[config.mk]
export PLATFORM = sky130hd
export DESIGN_NAME = acs_sequencer
export DESIGN_NICKNAME = d
export VERILOG_FILES = /design/src/acs_pkg.sv /design/src/acs_prescaler.sv /design/src/acs_sequencer.sv
export SDC_FILE = /design/constraint.sdc
export NUM_CORES = 1
export LEC_CHECK = 0
export BUFFER_PORTS_ARGS = -buffer_cell sky130_fd_sc_hd__buf_2
export CELL_PAD_IN_SITES_DETAIL_PLACEMENT = 1
export CELL_PAD_IN_SITES_GLOBAL_PLACEMENT = 1
export CORE_UTILIZATION = 46
export DETAILED_ROUTE_END_ITERATION = 6
export PLACE_DENSITY = 0.81
export SLEW_MARGIN = 40
export SYNTH_ARGS = -nofsm -noshare
export SYNTH_HDL_FRONTEND = slang
export SYNTH_HIERARCHICAL = 1
export SYNTH_SLANG_ARGS = --single-unit
[constraint.sdc]
create_clock -name CLK_SYS -period 4.5 [get_ports CLK_SYS]
set_input_delay 0.675 -clock CLK_SYS [delete_from_list [all_inputs] [get_ports CLK_SYS]]
set_output_delay 0.675 -clock CLK_SYS [all_outputs]
set_load 0.005 [all_outputs]
[src/acs_pkg.sv]
// Constants and types for the conversion sequencer
package acs_pkg;
	localparam int CLK_HZ = 40000000;
	localparam logic [3:0] NORMAL_CYCLES = 4'hD;
	localparam logic [4:0] FIRST_CYCLES = 5'h19;
	localparam logic [3:0] DIFF_SLOW_CYCLES = 4'hE;
	localparam logic [4:0] SAMPLE_NORMAL = 5'h01;
	localparam logic [4:0] SAMPLE_FIRST = 5'h0D;
	localparam logic [4:0] SAMPLE_AUTO = 5'h02;
	localparam logic [2:0] TRIG_SRC_DONE = 3'h0;
	localparam logic [2:0] SYNC_DEPTH = 3'h3;
	localparam logic [6:0] PRESCALE_MAX = 7'h7F;
	typedef enum logic [1:0] {
		ACS_IDLE,
		ACS_SYNC,
		ACS_ARMED,
		ACS_CONVERT
	} acs_state_t;
endpackage

[src/acs_prescaler.sv]
// Converter clock prescaler producing a one-cycle rising-edge tick
`timescale 1ns/100ps
module acs_prescaler
	import acs_pkg::*;
(
	input wire logic clk,
	input wire logic rst_n,
	input wire logic enable,
	input wire logic restart,
	input wire logic [2:0] select,
	output logic tick
);
	typedef struct packed {
		logic [6:0] count;
		logic tick;
	} acs_pre_t;
	acs_pre_t st_reg, st_next;

	function automatic logic [6:0] div_limit(input logic [2:0] s);
		logic [7:0] d;
		d = 8'h01 << ((s == 3'h0) ? 3'h1 : s);
		return 7'(d - 8'h01);
	endfunction

	always_comb begin
		st_next = st_reg;
		st_next.tick = 1'b0;
		// (RQ10) Held while disabled
		if (!enable || restart) begin
			st_next.count = '0;
		end else if (st_reg.count >= div_limit(select)) begin
			st_next.count = '0;
			st_next.tick = 1'b1;
		end else begin
			st_next.count = st_reg.count + 7'h01;
		end
	end

	always_ff @(posedge clk or negedge rst_n) begin
		if (!rst_n) begin
			st_reg <= '0;
		end else begin
			st_reg <= st_next;
		end
	end
	assign tick = st_reg.tick;
endmodule

[src/acs_sequencer.sv]
// Conversion start, timing and completion sequencer
// Notes on behaviour
// (RQ1) Start write launches conversion; bit held during it, cleared on completion.
// (RQ2) Channel change mid-conversion applies only after it ends.
// (RQ3) Selected trigger rising edge resets prescaler and starts conversion.
// (RQ4) Trigger still high or new edge during conversion starts nothing.
// (RQ5) Source flags set regardless of interrupt masking.
// (RQ6) Software clears the trigger source flag before next event.
// (RQ7) Done flag as trigger chains conversions; software starts the first.
// (RQ8) Free-running continues whether or not done flag is cleared.
// (RQ9) Start write works under auto trigger; start bit reads one always when busy.
// (RQ10) Prescaler runs while enabled, held reset while disabled.
// (RQ11) Software picks prescale for 50 kHz to 200 kHz clock.
// (RQ12) Start-bit conversion begins at next converter clock tick.
// (RQ13) Normal conversion 13 converter clocks, first after enable 25.
// (RQ14) Sample at 1.5 normal; first conversion sample taken at 13.5.
// (RQ15) Completion writes result, sets done flag, clears start bit together.
// (RQ16) Auto-triggered: sample 2 clocks after edge, three-cycle sync.
// (RQ17) Differential auto trigger not from done: every conversion 25 clocks.
// (RQ18) Free-running restarts immediately, start bit stays set.
// (RQ19) Differential user start: 13 if half-rate clock low, else 14.
// (RQ20) Differential free-running restarts take 14 clocks.
// (RQ21) Software toggles enable between differential auto conversions.
// (RQ22) Low byte read locks result until high byte read; flag still set.
// (RQ23) Channel and reference take effect only with enable set.
// (RQ24) Writing zero to start bit does nothing.
`timescale 1ns/100ps
module acs_sequencer
	import acs_pkg::*;
(
	input wire logic CLK_SYS,
	input wire logic RST_B,
	input wire logic CONVERTER_ENABLE,
	input wire logic AUTO_TRIGGER_ENABLE,
	input wire logic [2:0] TRIGGER_SOURCE_SELECT,
	input wire logic [2:0] CLOCK_PRESCALE_SELECT,
	input wire logic [7:0] TRIGGER_SOURCES,
	input wire logic START_WRITE,
	input wire logic START_WRITE_VALUE,
	input wire logic DONE_FLAG_CLEAR,
	input wire logic [4:0] CHANNEL_SELECT,
	input wire logic [1:0] REFERENCE_SELECT,
	input wire logic DIFFERENTIAL,
	input wire logic [9:0] CORE_RESULT,
	input wire logic RESULT_LOW_READ,
	input wire logic RESULT_HIGH_READ,
	output logic CONVERSION_START_BIT,
	output logic CONVERSION_DONE_FLAG,
	output logic BUSY,
	output logic SAMPLE_HOLD,
	output logic CORE_ENABLE,
	output logic [4:0] ACTIVE_CHANNEL,
	output logic [1:0] ACTIVE_REFERENCE,
	output logic [7:0] RESULT_LOW_BYTE,
	output logic [1:0] RESULT_HIGH_BYTE,
	output logic RESULT_LOST
);
	import acs_pkg::*;

	// All sequencer state; one comb copy, one registered copy
	typedef struct packed {
		acs_state_t state;
		logic busy;
		logic core_en;
		logic start_bit;
		logic done_flag;
		logic first_pending;
		logic auto_conv;
		logic [4:0] cycles;
		logic [4:0] length;
		logic [4:0] sample_at;
		logic [2:0] sync_cnt;
		logic trig_prev;
		logic half_clk;
		logic sample;
		logic locked;
		logic lost;
		logic [4:0] channel;
		logic [1:0] reference;
		logic [9:0] result;
	} acs_seq_t;

	acs_seq_t st_reg, st_next;
	logic [1:0] rst_sync_reg;
	logic rst_n;
	logic tick;
	logic trig_level;
	logic trig_rise;
	logic user_start;
	logic chain_start;
	logic finishing;
	logic pre_restart;

	// Release through two flip-flops
	always_ff @(posedge CLK_SYS or negedge RST_B) begin
		if (!RST_B) begin
			rst_sync_reg <= 2'h0;
		end else begin
			rst_sync_reg <= {rst_sync_reg[0], 1'b1};
		end
	end
	assign rst_n = rst_sync_reg[1];

	// Done flag is source 0; others come from on-chip flags
	assign trig_level = (TRIGGER_SOURCE_SELECT == TRIG_SRC_DONE) ? st_reg.done_flag
		: TRIGGER_SOURCES[TRIGGER_SOURCE_SELECT];
	// (RQ3) Edge detect on selected source
	assign trig_rise = trig_level && !st_reg.trig_prev;
	// (RQ24) Only a one-write starts
	assign user_start = START_WRITE && START_WRITE_VALUE && CONVERTER_ENABLE;
	// Last tick of the running conversion
	assign finishing = (st_reg.state == ACS_CONVERT) && tick && (st_reg.cycles == st_reg.length);
	// (RQ7) Completion acts as the rising edge of its own flag
	assign chain_start = finishing && AUTO_TRIGGER_ENABLE
		&& (TRIGGER_SOURCE_SELECT == TRIG_SRC_DONE);
	assign pre_restart = (st_reg.state == ACS_IDLE) && AUTO_TRIGGER_ENABLE && trig_rise
		&& (TRIGGER_SOURCE_SELECT != TRIG_SRC_DONE) && CONVERTER_ENABLE;

	acs_prescaler u_pre (
		.clk(CLK_SYS),
		.rst_n(rst_n),
		.enable(CONVERTER_ENABLE),
		.restart(pre_restart),
		.select(CLOCK_PRESCALE_SELECT),
		.tick(tick)
	);

	// Length in converter clocks of the conversion about to start
	function automatic logic [4:0] conv_len(input logic first, input logic diff, input logic half);
		if (first) begin
			return FIRST_CYCLES;
		end
		if (diff && half) begin
			return 5'(DIFF_SLOW_CYCLES);
		end
		return 5'(NORMAL_CYCLES);
	endfunction

	always_comb begin
		st_next = st_reg;
		st_next.sample = 1'b0;
		// Tracks always, so a level still high after a conversion gives no edge
		st_next.trig_prev = trig_level;
		if (tick) begin
			st_next.half_clk = !st_reg.half_clk;
		end
		// (RQ5) Done flag sets on every completion, set beats clear
		if (DONE_FLAG_CLEAR) begin
			st_next.done_flag = 1'b0;
		end
		// (RQ22) High byte read releases the lock
		if (RESULT_HIGH_READ) begin
			st_next.locked = 1'b0;
		end else if (RESULT_LOW_READ) begin
			st_next.locked = 1'b1;
		end
		// (RQ9) Start write accepted whatever the trigger mode
		if (user_start) begin
			st_next.start_bit = 1'b1;
		end
		unique case (st_reg.state)
			ACS_IDLE: begin
				// (RQ2) Selections track only between conversions
				if (CONVERTER_ENABLE) begin
					st_next.channel = CHANNEL_SELECT;
					st_next.reference = REFERENCE_SELECT;
				end
				if (pre_restart) begin
					// (RQ16) Synchronise before the auto conversion
					st_next.start_bit = 1'b1;
					st_next.auto_conv = 1'b1;
					st_next.sync_cnt = SYNC_DEPTH;
					st_next.state = ACS_SYNC;
				end else if (user_start || st_reg.start_bit) begin
					// (RQ12) Wait for next converter clock tick
					st_next.auto_conv = 1'b0;
					st_next.state = ACS_ARMED;
				end
			end
			ACS_SYNC: begin
				st_next.sync_cnt = st_reg.sync_cnt - 3'h1;
				if (st_reg.sync_cnt == 3'h1) begin
					st_next.state = ACS_ARMED;
				end
			end
			ACS_ARMED: begin
				if (tick) begin
					// (RQ13) First conversion after enable runs long
					// (RQ17) Differential auto-triggered one follows a re-enable
					// (RQ19) Half-rate phase picks 13 or 14
					st_next.length = conv_len(st_reg.first_pending, DIFFERENTIAL, st_reg.half_clk);
					// (RQ14) Sample instant; auto uses the fixed delay
					st_next.sample_at = st_reg.first_pending ? SAMPLE_FIRST
						: (st_reg.auto_conv ? SAMPLE_AUTO : SAMPLE_NORMAL);
					st_next.cycles = 5'h01;
					st_next.first_pending = 1'b0;
					st_next.state = ACS_CONVERT;
				end
			end
			ACS_CONVERT: begin
				if (tick) begin
					st_next.cycles = st_reg.cycles + 5'h01;
					if (st_reg.cycles == st_reg.sample_at) begin
						st_next.sample = 1'b1;
					end
				end
				// (RQ4) Trigger edges ignored while converting
				if (finishing) begin
					// (RQ15) Result, flag and start bit change together
					st_next.done_flag = 1'b1;
					st_next.lost = st_reg.locked;
					if (!st_reg.locked) begin
						st_next.result = CORE_RESULT;
					end
					if (chain_start) begin
						// (RQ18) Immediate restart, start bit kept
						// (RQ20) Half-rate clock high here, so 14 when differential
						// (RQ8) Independent of done flag clearing
						st_next.length = conv_len(1'b0, DIFFERENTIAL, 1'b1);
						st_next.sample_at = SAMPLE_NORMAL;
						st_next.cycles = 5'h01;
						st_next.half_clk = 1'b1;
						// (RQ2) Chained restart picks up a channel changed meanwhile
						if (CONVERTER_ENABLE) begin
							st_next.channel = CHANNEL_SELECT;
							st_next.reference = REFERENCE_SELECT;
						end
					end else begin
						// (RQ1) Hardware clears start bit
						st_next.start_bit = 1'b0;
						st_next.state = ACS_IDLE;
					end
				end
			end
		endcase
		// (RQ23) Disabled converter aborts and rearms the long first conversion
		if (!CONVERTER_ENABLE) begin
			st_next.state = ACS_IDLE;
			st_next.start_bit = 1'b0;
			st_next.first_pending = 1'b1;
			st_next.half_clk = 1'b0;
		end
		// Status outputs registered from the next state
		st_next.busy = st_next.state != ACS_IDLE;
		st_next.core_en = st_next.state == ACS_CONVERT;
	end

	always_ff @(posedge CLK_SYS or negedge rst_n) begin
		if (!rst_n) begin
			st_reg.state <= ACS_IDLE;
			st_reg.busy <= 1'b0;
			st_reg.core_en <= 1'b0;
			st_reg.start_bit <= 1'b0;
			st_reg.done_flag <= 1'b0;
			st_reg.first_pending <= 1'b1;
			st_reg.auto_conv <= 1'b0;
			st_reg.cycles <= 5'h00;
			st_reg.length <= 5'h00;
			st_reg.sample_at <= 5'h00;
			st_reg.sync_cnt <= 3'h0;
			st_reg.trig_prev <= 1'b0;
			st_reg.half_clk <= 1'b0;
			st_reg.sample <= 1'b0;
			st_reg.locked <= 1'b0;
			st_reg.lost <= 1'b0;
			st_reg.channel <= 5'h00;
			st_reg.reference <= 2'h0;
			st_reg.result <= 10'h000;
		end else begin
			st_reg.state <= st_next.state;
			st_reg.busy <= st_next.busy;
			st_reg.core_en <= st_next.core_en;
			st_reg.start_bit <= st_next.start_bit;
			st_reg.done_flag <= st_next.done_flag;
			st_reg.first_pending <= st_next.first_pending;
			st_reg.auto_conv <= st_next.auto_conv;
			st_reg.cycles <= st_next.cycles;
			st_reg.length <= st_next.length;
			st_reg.sample_at <= st_next.sample_at;
			st_reg.sync_cnt <= st_next.sync_cnt;
			st_reg.trig_prev <= st_next.trig_prev;
			st_reg.half_clk <= st_next.half_clk;
			st_reg.sample <= st_next.sample;
			st_reg.locked <= st_next.locked;
			st_reg.lost <= st_next.lost;
			st_reg.channel <= st_next.channel;
			st_reg.reference <= st_next.reference;
			st_reg.result <= st_next.result;
		end
	end

	// Every output is a plain register field
	assign CONVERSION_START_BIT = st_reg.start_bit;
	assign CONVERSION_DONE_FLAG = st_reg.done_flag;
	assign BUSY = st_reg.busy;
	assign SAMPLE_HOLD = st_reg.sample;
	assign CORE_ENABLE = st_reg.core_en;
	assign ACTIVE_CHANNEL = st_reg.channel;
	assign ACTIVE_REFERENCE = st_reg.reference;
	assign RESULT_LOW_BYTE = st_reg.result[7:0];
	assign RESULT_HIGH_BYTE = st_reg.result[9:8];
	assign RESULT_LOST = st_reg.lost;
endmodule

==> Word-level counts from Yosys, hierarchy flattened <==
Index checks and enable logic that the tools add are counted.
{ "op_classes": {"n_bitwise": 1, "mux": 69, "n_reduce_logical": 35, "add_sub_neg": 4, "n_eq_ne": 13, "magnitude_cmp": 2, "shifts": 1} }
{ "ops": {"columns": ["cell", "count"], "rows": [
  ["$mux 15", 3],
  ["$mux 5", 7],
  ["$mux 1", 34],
  ["$pmux 15 s2", 1],
  ["$mux 7", 4],
  ["$mux 2", 10],
  ["$mux 17", 1],
  ["$pmux 7 s2", 1],
  ["$logic_and 1x1->1", 12],
  ["$reduce_bool 2->1", 6],
  ["$eq 5x5->1", 2],
  ["$mux 10", 1],
  ["$reduce_and 2->1", 5],
  ["$ne 2x1->1 const B", 4],
  ["$pmux 2 s4", 1],
  ["$add 7x1->7 const B", 1],
  ["$ge 7x7->1", 1],
  ["$shl 1x3->7 const A", 1],
  ["$sub 7x1->7 const B", 1],
  ["$eq 2x2->1 const B", 3],
  ["$logic_not 3->1", 2],
  ["$mux 3", 2],
  ["$pmux 3 s2", 1],
  ["$reduce_and 3->1", 2],
  ["other kinds (15)", 19]
]} }
{ "word_totals": {"output_inout_bits": 23, "word_cells": 147, "inputBits": 41, "regBits": 58} }

==> Depth between registers and ports, before layout <==
{ "logic_depth": {"ltp_word": 12, "ltp_mapped": 10, "mapped_depth_nobuf": 8} }

==> By module <==
The synthesis kept the hierarchy.
{ "by_module_without_submodules": {"columns": ["mod", "seq_area_each_um2", "cells_each", "instances", "area_each_um2"], "rows": [
  ["acs_sequencer", 1177.4, 216, 1, 2427.3],
  ["acs_prescaler", 200.2, 56, 1, 574.3]
]} }

==> Least setup slack after synthesis <==
OpenSTA, ideal clock, no wires.
{ "synth_timing": {"path_kind": "reg-to-reg", "startpoint": "register st_reg[46] (netlist bit)", "endpoint": "register u_pre/st_reg[3] (netlist bit)", "slack_ns": 2.158, "t_required_ns": 4.364, "setup_time_ns": 0.136, "stages_incl_launch_ff": 11, "period_less_slack_ns": 2.342, "n_path_buf": 2, "arrival_ns": 2.206, "path_cell_list": "dfrtp_1 > inv_1 > ha_1 > nand2_1 > or4_1 > or4_1 > buf_2 > inv_1 > nand2b_1 > buf_1 > nor3_1"} }
{ "synth_rtl": {"columns": ["item", "line", "text"], "rows": [
  ["from (decl)", "acs_sequencer.sv:83", "acs_seq_t st_reg, st_next;"],
  ["to (signal assigned)", "acs_prescaler.sv:43", "st_reg <= st_next;"],
  ["to (decl)", "acs_prescaler.sv:17", "acs_pre_t st_reg, st_next;"]
]} }

==> Worst setup path in the final report <==
{ "layout_timing": {"startpoint": "register st_reg[46] (netlist bit)", "endpoint": "register st_reg[23] (netlist bit)"} }
{ "layout_between": {"elab_chain_len": 7, "elab_cells_between_ends": 10, "classes_between": "2 x eq/ne; 1 x mux; 7 x reduce/logical"} }
{ "layout_rtl": {"columns": ["item", "line", "text"], "rows": [
  ["$logic_not 2->1", "acs_sequencer.sv:116, acs_sequencer.sv:161", null],
  ["$logic_and 1x1->1 (2 in series)", "acs_sequencer.sv:116", "assign pre_restart = (st_reg.state == ACS_IDLE) && AUTO_TRIGGER_ENABLE && trig_rise"],
  ["$logic_and 1x1->1 (2 in series)", "acs_sequencer.sv:117", "&& (TRIGGER_SOURCE_SELECT != TRIG_SRC_DONE) && CONVERTER_ENABLE;"],
  ["$ne 2x1->1 (no source line)", null, null],
  ["$reduce_and 2->1 (no source line)", null, null]
]} }
Parallel ways exist; a longest one is shown, timed or not.
A chain may end at the register's enable or synchronous reset.

==> out/metrics.cfg <==
[run_status]
status=completed

[worst_hold_path]
hold_path_class=in2async

[logic_synthesis]
yosysSeqAreaShare_pct=45.89
synth_edf_count=0
syn_inst=272
yosysWarnings=6
async_flop_share_pct=100.0
ys_types=58
ys.flop_type=dfrtp_1
syn_area_um2=3002
avgSynthCellArea_um2=11.04
ys_ff_latch=55

[floorplan]
row_count=29
ios=64
die_y_um=82.78
die_area_um2=6853
core_area_um2=6314
die_x_um=82.78
start_util_pct=47.54

[clock_tree]
clock_sinks=55
cts_tree=done
htree_levels=2
clockBufferDepth=2
post-cts-setup-buffer-count=0
ctsResizeCount=0
clkLatencyLatePin_ns=0.31
cts_made_buffers=5
cts_hold_buf=0
root_buffer=clkbuf_8
path_clk_slew_ns=0.10

[timing]
finalCritPeriodShare_pct=58.20
finalClockSkew_ns=0.01059
finalSetupViolCount=0
slew_headroom_pct=54.67
fin_tns_setup_ns=0
tightest_slew_ns=0.6628
drv_slew=0
final-hold-violation-count=0
rsz0062_at_grt=false
post-route-min-period_ns=2.619
layout_setup_ws_ns=1.881
fmax_ghz=0.3818

[detailed_routing]
first_pass_iters=4
drc=0
drt_iter0_drc=106
wl_um=6230
num_vias=2142
wire_per_inst_um=15.61
vias_per_cell=5.368
antenna_left=0

[global_route]
grt_usage_pct=19.68
grt_pass1_vias=2202
grt_pass1_wl_um=10120
grt_overflow_total=0
grt_max_degree=54
antenna_found_initial=0

[power]
powerDensity_nw_per_um2=411.6
leakagePower_nw=1.686
irDropWorstVdd_v=0.0002078

[run]
maxCapViolations=0

[placed_design]
gp_congestion=0.7848
pre_cts_ws_ns=1.869
dp_hpwl_um=4814
portBuffers=62

[critical_path]
cp_max_fo=6
crit_required_ns=4.69
crit_arrival_ns=2.81
cp-end-kind=register
path_class=reg2reg
worstSetupStartpointType=register

[final_layout]
nFillCells=734
drive_gt1_share_pct=28.57
antenna_cells=0
area_growth_pct=12.51
largest_reg_flops=22
final_nets=379

[path summary, 6_finish.rpt]
kind	endpoint	slack (ns)	cells past startpoint	start
max	st_reg[23]	1.88	7	st_reg[46]
min	rst_sync_reg[1]	0.13	1	RST_B
max reg2reg	st_reg[23]	1.88	7	st_reg[46]
min reg2reg	rst_sync_reg[1]	0.36	0	rst_sync_reg[0]
max in group asynchronous	st_reg[25]	3.66	1	rst_sync_reg[1]
min in group CLK_SYS	rst_sync_reg[1]	0.36	0	rst_sync_reg[0]
[power by group]
group / total [mW] / leakage [nW] / internal (mW) / switching [mW]
Clock: 0.324 / 0.0524 / 0.167 / 0.158
Combinational: 0.437 / 0.936 / 0.198 / 0.239
Sequential: 0.629 / 0.697 / 0.570 / 0.0589
Total: 1.39 / 1.69 / 0.935 / 0.455
[cells in the mapped netlist, types with 2 or more instances]
master     n  share of area, %
mux2_4     2               1.0
nand2_1   12               1.5
ha_1      17               7.1
mux2i_1    3               1.0
a211oi_2   2              0.83
nor2b_1    5               1.0
a211o_1    3              0.88
inv_1     17               2.1
or4_1      2              0.50
a21oi_1    5              0.83
o211ai_1   2              0.50
o21ai_0    7               1.2
nand4_1    3              0.63
a21boi_0   2              0.50
nor2_1    16               2.0
o22ai_1    2              0.42
o32ai_1    2              0.58
buf_2      3              0.50
o21a_1     2              0.50
conb_1     2              0.25
o21ai_1    2              0.33
buf_4     17               4.3
and3_1     2              0.42
a211oi_1   2              0.50
xor2_1    10               2.9
nand3_1    5              0.83
nand2b_1   5               1.0
nor3_1    12               2.0
xnor2_1    7               2.0
mux2_2     7               2.6
dfrtp_1   54                45
mux2_1    14               5.3
[layer usage]
layer	track usage, %	part of all wire [%]
met1	23.55	42
met5	0	0
met2	35.57	52
met4	4.828	0.77
met3	4.372	4.4
[cells by family (layout without fill, tap and decap cells)]
kind of cell / after synthesis / in the layout / share of synthesized area (%)
adder cells (fa/ha/maj): 17 / 17 / 7.086
XOR/XNOR: 17 / 17 / 4.960
AND/OR/NAND/NOR: 73 / 73 / 13.13
AO/OA/AOI/OAI: 42 / 42 / 11.55
multiplexers: 26 / 26 / 9.879
flip-flops: 55 / 55 / 45.89
other: 2 / 3 / 0.2502
buffers and inverters: 40 / 89 / 7.252
[cells in the final DEF (no fill, tap or decap), drive strengths merged, types with 3 or more instances in the layout]
master and instances:
a211oi 5, a21boi 3, nor3 12, a211o 3
dfrtp 54, nor2 17, clkbuf 7, mux2i 3
conb 3, xor2 10, nor2b 5, o21ai 9
nand4 3, buf 63, nand3 6, ha 17
nand2 12, xnor2 7, a21oi 6, nand2b 5
mux2 23, inv 18
[worst max-delay path, stage by stage, from the launching register on]
cell	delay [ns]
dfrtp_1	0.43
inv_1	0.14
ha_1	0.25
nand2_1	0.08
or4_1	0.49
or4_1	0.57
a21boi_4	0.22
mux2_4	0.31
[layout make-up]
cell class | count | area, um2 | area share, %
Clock buffer | 7 | 76.32 | 2.260
Clock inverter | 1 | 30.03 | 0.8892
Inverter | 18 | 67.56 | 2.001
Multi-Input combinational cell | 178 | 1410 | 41.76
Sequential cell | 55 | 1379 | 40.83
Tap cell | 77 | 96.34 | 2.853
Timing Repair Buffer | 63 | 317.8 | 9.411
[metrics by stage]
stage	hold WS, ns	util (%)	power [mW]	cells	instance area (um2)
floorplan	0.3312	-	0.9773	273	3005
global placement	0.3382	51.80	1.050	391	3271
detailed placement	0.3435	51.80	1.080	391	3271
CTS	0.1226	53.49	1.413	399	3377
global route	0.1220	53.49	1.483	399	3377
finish	0.1349	53.49	1.390	399	3377
(Power assumes the default switching activity.)
